`src/core/pmic_mask_consts.svh`:
```
// Constants of the interrupt mask bank
`ifndef PMIC_MASK_CONSTS_SVH
`define PMIC_MASK_CONSTS_SVH

// ****************************************************************
// Register indices, byte address is four times the index
// ****************************************************************
`define IDX_PWR_MASK      16'h401a
`define IDX_LDO_MASK      16'h401b
`define IDX_DC_MASK       16'h401c
`define IDX_PWR_STATUS    16'h4012
`define IDX_LDO_STATUS    16'h4013
`define IDX_DC_STATUS     16'h4014
`define IDX_LSB_PAD       2'b00

// ****************************************************************
// Implemented bit positions of each word
// ****************************************************************
`define PWR_VALID         16'h0037
`define LDO_VALID         16'h03ff
`define DC_VALID          16'h038f

// ****************************************************************
// Reset values
// ****************************************************************
`define MASK_PWR_RESET    16'h0037
`define MASK_LDO_RESET    16'h03ff
`define MASK_DC_RESET     16'h038f
`define STATUS_RESET      16'h0000
`define WORD_ZERO         16'h0000
`define BUS_ZERO          32'h0000_0000

`endif

```
`src/core/pmic_mask_pkg.sv`:
```
// Types of the interrupt mask bank
package pmic_mask_pkg;

	// ****************************************************************
	// Word layouts
	// ****************************************************************
	typedef struct packed {
		logic [15:6] unused_hi;
		logic        cfgmem_cmd_done_mask;
		logic        cfgmem_error_mask;
		logic        unused_3;
		logic        power_on_reset_state_mask;
		logic        sleep_off_transition_mask;
		logic        on_wake_transition_mask;
	} pwr_word_t;

	typedef struct packed {
		logic [15:10] unused_hi;
		logic         regulator10_undervoltage_mask;
		logic [8:1]   regulator9_2_undervoltage_mask;
		logic         regulator1_undervoltage_mask;
	} ldo_word_t;

	typedef struct packed {
		logic [15:10] unused_hi;
		logic         converter2_high_current_mask;
		logic         converter1_high_current_mask;
		logic         crystal_start_mask;
		logic [6:4]   unused_mid;
		logic         converter4_undervoltage_mask;
		logic [2:1]   converter3_2_undervoltage_mask;
		logic         converter1_undervoltage_mask;
	} dc_word_t;

	// One-cycle event pulses from the sources, same layout as the masks
	typedef struct packed {
		pwr_word_t pwr;
		ldo_word_t ldo;
		dc_word_t  dc;
	} event_set_t;

	// ****************************************************************
	// APB carriers
	// ****************************************************************
	typedef struct packed {
		logic        psel;
		logic        penable;
		logic        pwrite;
		logic [17:0] paddr;
		logic [31:0] pwdata;
	} apb_req_t;

	typedef struct packed {
		logic        pready;
		logic        pslverr;
		logic [31:0] prdata;
	} apb_rsp_t;

	typedef enum logic [2:0] {
		SEL_NONE       = 3'b000,
		SEL_PWR_MASK   = 3'b001,
		SEL_LDO_MASK   = 3'b010,
		SEL_DC_MASK    = 3'b011,
		SEL_PWR_STATUS = 3'b100,
		SEL_LDO_STATUS = 3'b101,
		SEL_DC_STATUS  = 3'b110
	} reg_sel_t;

endpackage

```
`src/core/event_latch.sv`:
```
// Sticky event flags with write-one-to-clear
`timescale 1ns/1ps
`include "pmic_mask_consts.svh"
module event_latch #(
	parameter int          W     = 16,
	parameter logic [15:0] VALID = 16'hffff
) (
	input  wire logic         core_clk,
	input  wire logic         rst_b,
	input  wire logic [W-1:0] set_pulse,
	input  wire logic [W-1:0] clr_ones,
	output logic      [W-1:0] flags_r
);
	logic [W-1:0] flags_nxt;

	// ****************************************************************
	// Set wins over a clear in the same cycle
	// ****************************************************************
	always_comb begin
		flags_nxt = ((flags_r & ~clr_ones) | set_pulse) & VALID[W-1:0];
	end

	always_ff @(posedge core_clk or negedge rst_b) begin
		if (!rst_b) begin
			flags_r <= `STATUS_RESET;
		end else begin
			flags_r <= flags_nxt;
		end
	end
endmodule // event_latch

```
`src/core/pmic_interrupt_mask_bank.sv`:
```
// Interrupt mask bank with status flags on an APB slave
`timescale 1ns/1ps
`include "pmic_mask_consts.svh"
module pmic_interrupt_mask_bank (
	input  wire logic                     core_clk,
	input  wire logic                     rst_b,
	input  wire pmic_mask_pkg::apb_req_t  apb_req,
	output pmic_mask_pkg::apb_rsp_t       apb_rsp,
	input  wire pmic_mask_pkg::event_set_t events,
	output logic                          irq
);
	import pmic_mask_pkg::*;

	// ****************************************************************
	// Declarations
	// ****************************************************************
	pwr_word_t   pwr_mask_r;
	ldo_word_t   ldo_mask_r;
	dc_word_t    dc_mask_r;
	logic [15:0] pwr_status;
	logic [15:0] ldo_status;
	logic [15:0] dc_status;
	logic [15:0] pwr_clr;
	logic [15:0] ldo_clr;
	logic [15:0] dc_clr;
	logic [31:0] prdata_r;
	logic [31:0] prdata_nxt;
	logic        pslverr_r;
	logic        pslverr_nxt;
	logic        irq_r;
	logic        irq_nxt;
	logic        setup_phase;
	logic        wr_take;
	reg_sel_t    sel;

	// ****************************************************************
	// Address decode
	// ****************************************************************
	function automatic logic hit(input logic [17:0] a, input logic [15:0] idx);
		hit = (a == {idx, `IDX_LSB_PAD});
	endfunction

	function automatic reg_sel_t decode(input logic [17:0] a);
		if (hit(a, `IDX_PWR_MASK)) begin
			decode = SEL_PWR_MASK;
		end else if (hit(a, `IDX_LDO_MASK)) begin
			decode = SEL_LDO_MASK;
		end else if (hit(a, `IDX_DC_MASK)) begin
			decode = SEL_DC_MASK;
		end else if (hit(a, `IDX_PWR_STATUS)) begin
			decode = SEL_PWR_STATUS;
		end else if (hit(a, `IDX_LDO_STATUS)) begin
			decode = SEL_LDO_STATUS;
		end else if (hit(a, `IDX_DC_STATUS)) begin
			decode = SEL_DC_STATUS;
		end else begin
			decode = SEL_NONE;
		end
	endfunction

	assign sel         = decode(apb_req.paddr);
	assign setup_phase = apb_req.psel & ~apb_req.penable;
	assign wr_take     = apb_req.psel & apb_req.penable & apb_req.pwrite;

	// ****************************************************************
	// Mask registers
	// ****************************************************************
	always_ff @(posedge core_clk or negedge rst_b) begin
		if (!rst_b) begin
			pwr_mask_r <= `MASK_PWR_RESET;
		end else if (wr_take && sel == SEL_PWR_MASK) begin
			pwr_mask_r <= apb_req.pwdata[15:0] & `PWR_VALID;
		end
	end

	always_ff @(posedge core_clk or negedge rst_b) begin
		if (!rst_b) begin
			ldo_mask_r <= `MASK_LDO_RESET;
		end else if (wr_take && sel == SEL_LDO_MASK) begin
			ldo_mask_r <= apb_req.pwdata[15:0] & `LDO_VALID;
		end
	end

	always_ff @(posedge core_clk or negedge rst_b) begin
		if (!rst_b) begin
			dc_mask_r <= `MASK_DC_RESET;
		end else if (wr_take && sel == SEL_DC_MASK) begin
			dc_mask_r <= apb_req.pwdata[15:0] & `DC_VALID;
		end
	end

	// ****************************************************************
	// Status flags, write one to clear
	// ****************************************************************
	always_comb begin
		pwr_clr = `WORD_ZERO;
		ldo_clr = `WORD_ZERO;
		dc_clr  = `WORD_ZERO;
		if (wr_take) begin
			case (sel)
				SEL_PWR_STATUS: begin
					pwr_clr = apb_req.pwdata[15:0];
				end
				SEL_LDO_STATUS: begin
					ldo_clr = apb_req.pwdata[15:0];
				end
				SEL_DC_STATUS: begin
					dc_clr = apb_req.pwdata[15:0];
				end
				default: begin
					pwr_clr = `WORD_ZERO;
				end
			endcase
		end
	end

	// Flags latch regardless of the masks
	event_latch #(
		.W     (16),
		.VALID (`PWR_VALID)
	) u_pwr_flags (
		.core_clk  (core_clk),
		.rst_b     (rst_b),
		.set_pulse (events.pwr),
		.clr_ones  (pwr_clr),
		.flags_r   (pwr_status)
	);

	event_latch #(
		.W     (16),
		.VALID (`LDO_VALID)
	) u_ldo_flags (
		.core_clk  (core_clk),
		.rst_b     (rst_b),
		.set_pulse (events.ldo),
		.clr_ones  (ldo_clr),
		.flags_r   (ldo_status)
	);

	event_latch #(
		.W     (16),
		.VALID (`DC_VALID)
	) u_dc_flags (
		.core_clk  (core_clk),
		.rst_b     (rst_b),
		.set_pulse (events.dc),
		.clr_ones  (dc_clr),
		.flags_r   (dc_status)
	);

	// ****************************************************************
	// Combined interrupt
	// ****************************************************************
	always_comb begin
		irq_nxt = |(pwr_status & ~pwr_mask_r)
		        | |(ldo_status & ~ldo_mask_r)
		        | |(dc_status & ~dc_mask_r);
	end

	always_ff @(posedge core_clk or negedge rst_b) begin
		if (!rst_b) begin
			irq_r <= 1'b0;
		end else begin
			irq_r <= irq_nxt;
		end
	end

	assign irq = irq_r;

	// ****************************************************************
	// Read data, captured in the setup cycle
	// ****************************************************************
	always_comb begin
		prdata_nxt  = `BUS_ZERO;
		pslverr_nxt = 1'b0;
		case (sel)
			SEL_PWR_MASK: begin
				prdata_nxt[15:0] = pwr_mask_r;
			end
			SEL_LDO_MASK: begin
				prdata_nxt[15:0] = ldo_mask_r;
			end
			SEL_DC_MASK: begin
				prdata_nxt[15:0] = dc_mask_r;
			end
			SEL_PWR_STATUS: begin
				prdata_nxt[15:0] = pwr_status;
			end
			SEL_LDO_STATUS: begin
				prdata_nxt[15:0] = ldo_status;
			end
			SEL_DC_STATUS: begin
				prdata_nxt[15:0] = dc_status;
			end
			default: begin
				pslverr_nxt = 1'b1;
			end
		endcase
	end

	always_ff @(posedge core_clk or negedge rst_b) begin
		if (!rst_b) begin
			prdata_r <= `BUS_ZERO;
		end else if (setup_phase) begin
			prdata_r <= apb_req.pwrite ? `BUS_ZERO : prdata_nxt;
		end
	end

	always_ff @(posedge core_clk or negedge rst_b) begin
		if (!rst_b) begin
			pslverr_r <= 1'b0;
		end else if (setup_phase) begin
			pslverr_r <= pslverr_nxt;
		end
	end

	assign apb_rsp.pready  = apb_req.psel & apb_req.penable;
	assign apb_rsp.pslverr = apb_req.psel & apb_req.penable & pslverr_r;
	assign apb_rsp.prdata  = prdata_r;

endmodule // pmic_interrupt_mask_bank

```
`config.mk`:
```
export PLATFORM = sky130hd
export DESIGN_NAME = pmic_interrupt_mask_bank
export DESIGN_NICKNAME = d
export VERILOG_FILES = /design/src/core/pmic_mask_pkg.sv /design/src/core/event_latch.sv /design/src/core/pmic_interrupt_mask_bank.sv
export VERILOG_INCLUDE_DIRS = /design/src /design/src/core
export SDC_FILE = /design/constraint.sdc
export NUM_CORES = 1
export LEC_CHECK = 0
export ABC_AREA = 1
export BUFFER_PORTS_ARGS = -buffer_cell sky130_fd_sc_hd__buf_4
export CAP_MARGIN = 20
export CORE_ASPECT_RATIO = 0.8
export CORE_MARGIN = 8
export CORE_UTILIZATION = 48
export CTS_CLUSTER_DIAMETER = 30
export CTS_CLUSTER_SIZE = 20
export DETAILED_ROUTE_END_ITERATION = 8
export GPL_ROUTABILITY_DRIVEN = 0
export PLACE_DENSITY = 0.77
export SLEW_MARGIN = 0
export SYNTH_ARGS = -nofsm -noshare
export SYNTH_HDL_FRONTEND = slang
export SYNTH_SLANG_ARGS = --single-unit
```
`constraint.sdc`:
```
create_clock -name core_clk -period 1.6 [get_ports core_clk]
set_input_delay 0.08 -clock core_clk [delete_from_list [all_inputs] [get_ports core_clk]]
set_output_delay 0.08 -clock core_clk [all_outputs]
set_load 0.01 [all_outputs]
```
**Word-level counts from Yosys, hierarchy flattened**

Cells that the tools add are included.

- Bits of input ports: 103
- Flip-flop bits (word level): 78
- Output and inout bits: 35
- Logic and storage cells: 76

- Bitwise logic cells: 22
- Eq/ne operators: 12
- Mux-type cells: 15
- Reductions and logical operators: 7

Operators by type and width:

| cell | number |
|---|---|
| $eq 18x17->1 const B | 6 |
| $pmux 10 s6 | 1 |
| $reduce_or 16->1 | 3 |
| $mux 10 | 4 |
| $and 10x16->16 | 2 |
| $not 10->16 | 2 |
| $and 10x10->10 | 2 |
| $not 10->10 | 2 |
| $or 10x10->10 | 2 |
| $mux 3 | 6 |
| $and 6x16->16 | 1 |
| $mux 16 | 1 |
| $not 6->16 | 1 |
| $mux 6 | 2 |
| $eq 3x3->1 const B | 3 |
| $and 6x6->6 | 1 |
| $eq 3x2->1 const B | 2 |
| $not 6->6 | 1 |
| $or 6x6->6 | 1 |
| $reduce_or 6->1 | 1 |
| $and 1x1->1 | 4 |
| $eq 3x1->1 const B | 1 |
| $logic_and 1x1->1 | 3 |
| $or 1x1->1 | 2 |
| other kinds (2) | 2 |

**Logic depth before layout (Yosys ltp)**

- Depth after elaboration: 13
- Gate-level depth with buffers: 12
- Mapped depth without buffers: 12

**Modules after synthesis**

Synthesis repeated with hierarchy kept, for this count alone.

- Cells, all modules: 633
- Area, all modules: 4,245.3 µm²

Modules (own cells, without submodules):

| module | sequential area each (µm²) | area each (µm²) | cells an instance | instances |
|---|---|---|---|---|
| pmic_interrupt_mask_bank | 1,028.5 | 3,158.0 | 494 | 1 |
| event_latch at u_ldo_flags | 250.2 | 449.2 | 57 | 1 |
| event_latch at u_dc_flags | 175.2 | 351.6 | 45 | 1 |
| event_latch at u_pwr_flags | 125.1 | 286.5 | 37 | 1 |

**Worst setup path after synthesis**

Ideal clock, no wire load.

- Kind: reg2reg
- From: reg dc_mask_r[2] in the netlist's numbering
- To: reg irq_r, in the netlist irq
- Stages on the path, launching flop included: 6
- Clock period less this slack: 1,128 ps
- Data arrival time: 993 ps
- Slack: 472 ps
- Library setup time: 136 ps
- Required time: 1,464 ps
- Buffers on the path: 0
- Path through: dfstp_2 inv_1 nand2_1 o21ai_0 nor4_1 nand3_1

- Longest elaborated chain between the ends: 4

RTL lines:

| item | RTL line | source |
|---|---|---|
| start, declared | pmic_interrupt_mask_bank.sv:19 | `dc_word_t dc_mask_r;` |
| start signal, assigned | pmic_interrupt_mask_bank.sv:86 | `` dc_mask_r <= `MASK_DC_RESET; `` |
| start signal, assigned | pmic_interrupt_mask_bank.sv:88 | `` dc_mask_r <= apb_req.pwdata[15:0] & `DC_VALID; `` |
| $not 10->16 | pmic_interrupt_mask_bank.sv:157 | `\| \|(dc_status & ~dc_mask_r);` |
| $and 10x16->16 | pmic_interrupt_mask_bank.sv:157 |  |
| $reduce_or 16->1 | pmic_interrupt_mask_bank.sv:157 |  |
| $or 1x1->1 | pmic_interrupt_mask_bank.sv:157 |  |
| via irq_nxt | pmic_interrupt_mask_bank.sv:31 | `logic irq_nxt;` |
| end signal, assigned | pmic_interrupt_mask_bank.sv:164 | `irq_r <= irq_nxt;` |
| end, declared | pmic_interrupt_mask_bank.sv:30 | `logic irq_r;` |

The timed path passes the listed nets, and every way through them passes these cells.
A chain may end at the register's enable or synchronous reset.

**Worst setup path after layout**

- From: reg ldo_mask_r[9] in the netlist's numbering
- To: reg irq_r, in the netlist irq

- Longest elaborated chain between the ends: 5

RTL lines:

| item | RTL line | source |
|---|---|---|
| start, declared | pmic_interrupt_mask_bank.sv:18 | `ldo_word_t ldo_mask_r;` |
| start signal, assigned | pmic_interrupt_mask_bank.sv:78 | `` ldo_mask_r <= `MASK_LDO_RESET; `` |
| start signal, assigned | pmic_interrupt_mask_bank.sv:80 | `` ldo_mask_r <= apb_req.pwdata[15:0] & `LDO_VALID; `` |
| $not 10->16 | pmic_interrupt_mask_bank.sv:156 | `\| \|(ldo_status & ~ldo_mask_r)` |
| $and 10x16->16 | pmic_interrupt_mask_bank.sv:156 |  |
| $reduce_or 16->1 | pmic_interrupt_mask_bank.sv:156 |  |
| $or 1x1->1 | pmic_interrupt_mask_bank.sv:156 |  |
| $or 1x1->1 | pmic_interrupt_mask_bank.sv:157 |  |
| via irq_nxt | pmic_interrupt_mask_bank.sv:31 |  |

The timed path passes the listed nets, and every way through them passes these cells.

==> impl_metrics.toml <==
[route]
dr.first_iter.drc_count = 293
via_count = 3122
vias_per_cell = 5.19
routed_wl_um = 9120
first_pass_iters = 6
wl_per_cell_um = 15.2
ant_nets = 0
remaining_drc_errors = 0

[logic_synthesis]
synth.largest_area_cell = "dfrtp_1"
post_synth_most_frequent_cells = "92 x nand2_1, 50 x inv_1, 49 x nand4_1, 34 x dfrtp_1, 32 x nor2_1"
synth-main-ff-cell = "dfrtp_1"
ys_seq_area_frac = 0.434
synthTopCellsByArea = "dfrtp_1 26%, dfstp_2 18%, nand2_1 10%, nand4_1 9.3%, inv_1 5.7%"
syn-instance-count = 418
netlist_area_mm2 = 0.00329
ys_seq_elements = 56
syn_avg_cell_area_um2 = 7.88
synth_top_area_share = 0.258
synth_cell_types = 31
synth-warning-count = 0
synthMostInstantiatedCell = "nand2_1"
synth-async-reset-ratio = 1.00
synth-edff-count = 0

[run]
drv_cap = 0

[global_route]
grt_pass1_wl_um = 14400
track_usage = 0.181
overflow = 0
grt_max_degree = 57
antenna_found_initial = 0
grt_pass1_vias = 2976

[floorplanning]
start_util = 0.488
die_height_um = 90.1
die_w_um = 109
coreArea_mm2 = 0.00676
row_count = 27
pin_count = 138
die_area_mm2 = 0.00979

[cts]
cts_tree = "yes"
clock_sinks = 56
clk_latency_ns = 0.31
post-cts-setup-buffers = 0
cts_htree_levels = 2
cts.repair.resized = 0
clk_pin_slew_worst_paths_ns = 0.10
cts.hold.buffers_added = 23
clock_path_buffers = 2
cts_buffers = 5
clock_tree.root_cell = "clkbuf_8"

[timing]
rsz0062_at_grt = "no"
post-route-min-period_ns = 1.27
clock.fmax_mhz = 786
setup_viol = 0
period_share = 0.795
worstMarginPinSlew_ns = 0.683
hold_viol_final = 0
setup_ws_ns = 0.328
skew_ns = 0.00851
slew_headroom = 0.544
finalSetupTns_ns = 0
slew_violations = 0

[min_path]
min_path_cells = 3
min_path_type = "in -> reg"
worstHoldStart = "apb_req[9]"
hold_path_end = "ldo_mask_r[9]"

[worst_setup_path]
r2r_slack_ns = 0.33
r2r_end = "irq"
r2r-start = "ldo_mask_r[9]"
crit_type = "reg -> reg"
cp_num_buf_inv = 1
crit_fanout = 3
cp_common_cell = "nand2_1"
reg2reg_depth = 5
worstPathCellList = "inv_1 -> nand2_1 -> nand2_1 -> nor4_1 -> nand3_1"
required_ns = 1.79
cp-start-kind = "register"
crit_family = "flip-flops"
crit_arrival_ns = 1.46
slowest_delay_ns = 0.56
cp-end-kind = "register"
slowest_stage = "dfstp_2"

[final_layout]
stdcell_count = 601
drive_gt1_frac = 0.272
fin_nets = 616
syn2layout_area_growth_pct = 26.8
n_antenna_cell = 0
fill_cells = 600

[outcome]
status = "completed"

[power_and_ir_drop]
power_density_mw_per_mm2 = 601
peakVddDrop_uv = 469
p_leak_nw = 2.07

[placed_design]
post-dp-hpwl_um = 6700
dp_cells = 570
place_ws_ns = 0.0743
numPortBuffers = 67
==> sequential cells by signal, summed over array words and instances, names as in the netlist <==
signal	flops
dc_mask_r	7
irq	1
ldo_mask_r	10
prdata_r	10
pslverr_r	1
pwr_mask_r	5
u_dc_flags.flags_r	7
u_ldo_flags.flags_r	10
u_pwr_flags.flags_r	5
==> worst min-delay path: stages <==
cell	delay [ns]
buf_4	0.11
inv_1	0.07
o21ai_2	0.06
==> layout by cell type (no fill, tap or decap), types with 2 or more instances in the layout <==
master / count
o22ai_1: 6
clkbuf_8: 5
nand2_2: 3
o21ai_2: 9
nor2_1: 32
o21ai_1: 17
o21bai_1: 15
buf_4: 79
conb_1: 22
dlygate4sd3_1: 23
nor2_4: 3
nand2_1: 92
nor2_2: 8
nor4_1: 2
inv_1: 50
dfrtp_1: 34
nand3b_1: 2
o21ai_0: 8
nand3_1: 19
dfstp_2: 22
nand4_1: 49
inv_2: 3
==> stage by stage <==
stage                     hold WS [ns]  cell area (um^2)   util  total power [mW]
final                          0.00712              4180  0.618              2.51
after global routing           0.00256              4180  0.618              2.60
after CTS                      0.00421              4180  0.618              2.52
after detailed placement         0.173              3860  0.571              1.72
after global placement           0.161              3860  0.571              1.72
after floorplan                 -0.216              3370      -              1.60
==> report_power, final <==
part	total [mW]	switching [mW]	internal (mW)
registers	1.42	0.000588	1.42
logic	0.325	0.169	0.156
clock network	0.765	0.458	0.307
==> worst max-delay path by stage <==
| stage | start | endpoint | slack [ns] | cells after the start |
|---|---|---|---|---|
| after floorplan | dc_mask_r[2] | irq | 0.47 | 5 |
| after global placement | apb_req[41] | u_dc_flags.flags_r[0] | 0.13 | 7 |
| after detailed placement | apb_req[43] | u_dc_flags.flags_r[2] | 0.07 | 7 |
| after CTS | ldo_mask_r[9] | irq | 0.32 | 5 |
| after global routing | dc_mask_r[2] | irq | 0.25 | 5 |
| final | ldo_mask_r[9] | irq | 0.33 | 5 |
==> metal layers <==
layer  vias up  track usage  wire, um
li1       1535            -         -
met1      1423        0.235      3650
met2       153        0.294      4420
met3        11       0.0435       959
met4         0       0.0410        85
met5         -            0         0
==> final cells by class <==
cell class | instances | area, um^2 | share of cell area
clock buffer | 6 | 72.6 | 0.0174
inverter | 54 | 203 | 0.0485
timing repair buffer | 103 | 843 | 0.202
clock inverter | 2 | 12.5 | 0.00300
tap | 87 | 109 | 0.0261
multi-input combinational | 293 | 1510 | 0.361
sequential | 56 | 1430 | 0.342
==> kinds of logic after synthesis <==
family | Yosys count | synth area share
AO/OA/AOI/OAI | 55 | 0.107
buffers and inverters | 90 | 0.133
flip-flops | 56 | 0.434
multiplexers | 1 | 0.00456
other | 1 | 0.00114
AND/OR/NAND/NOR | 215 | 0.321
(Power assumes the default switching activity.)
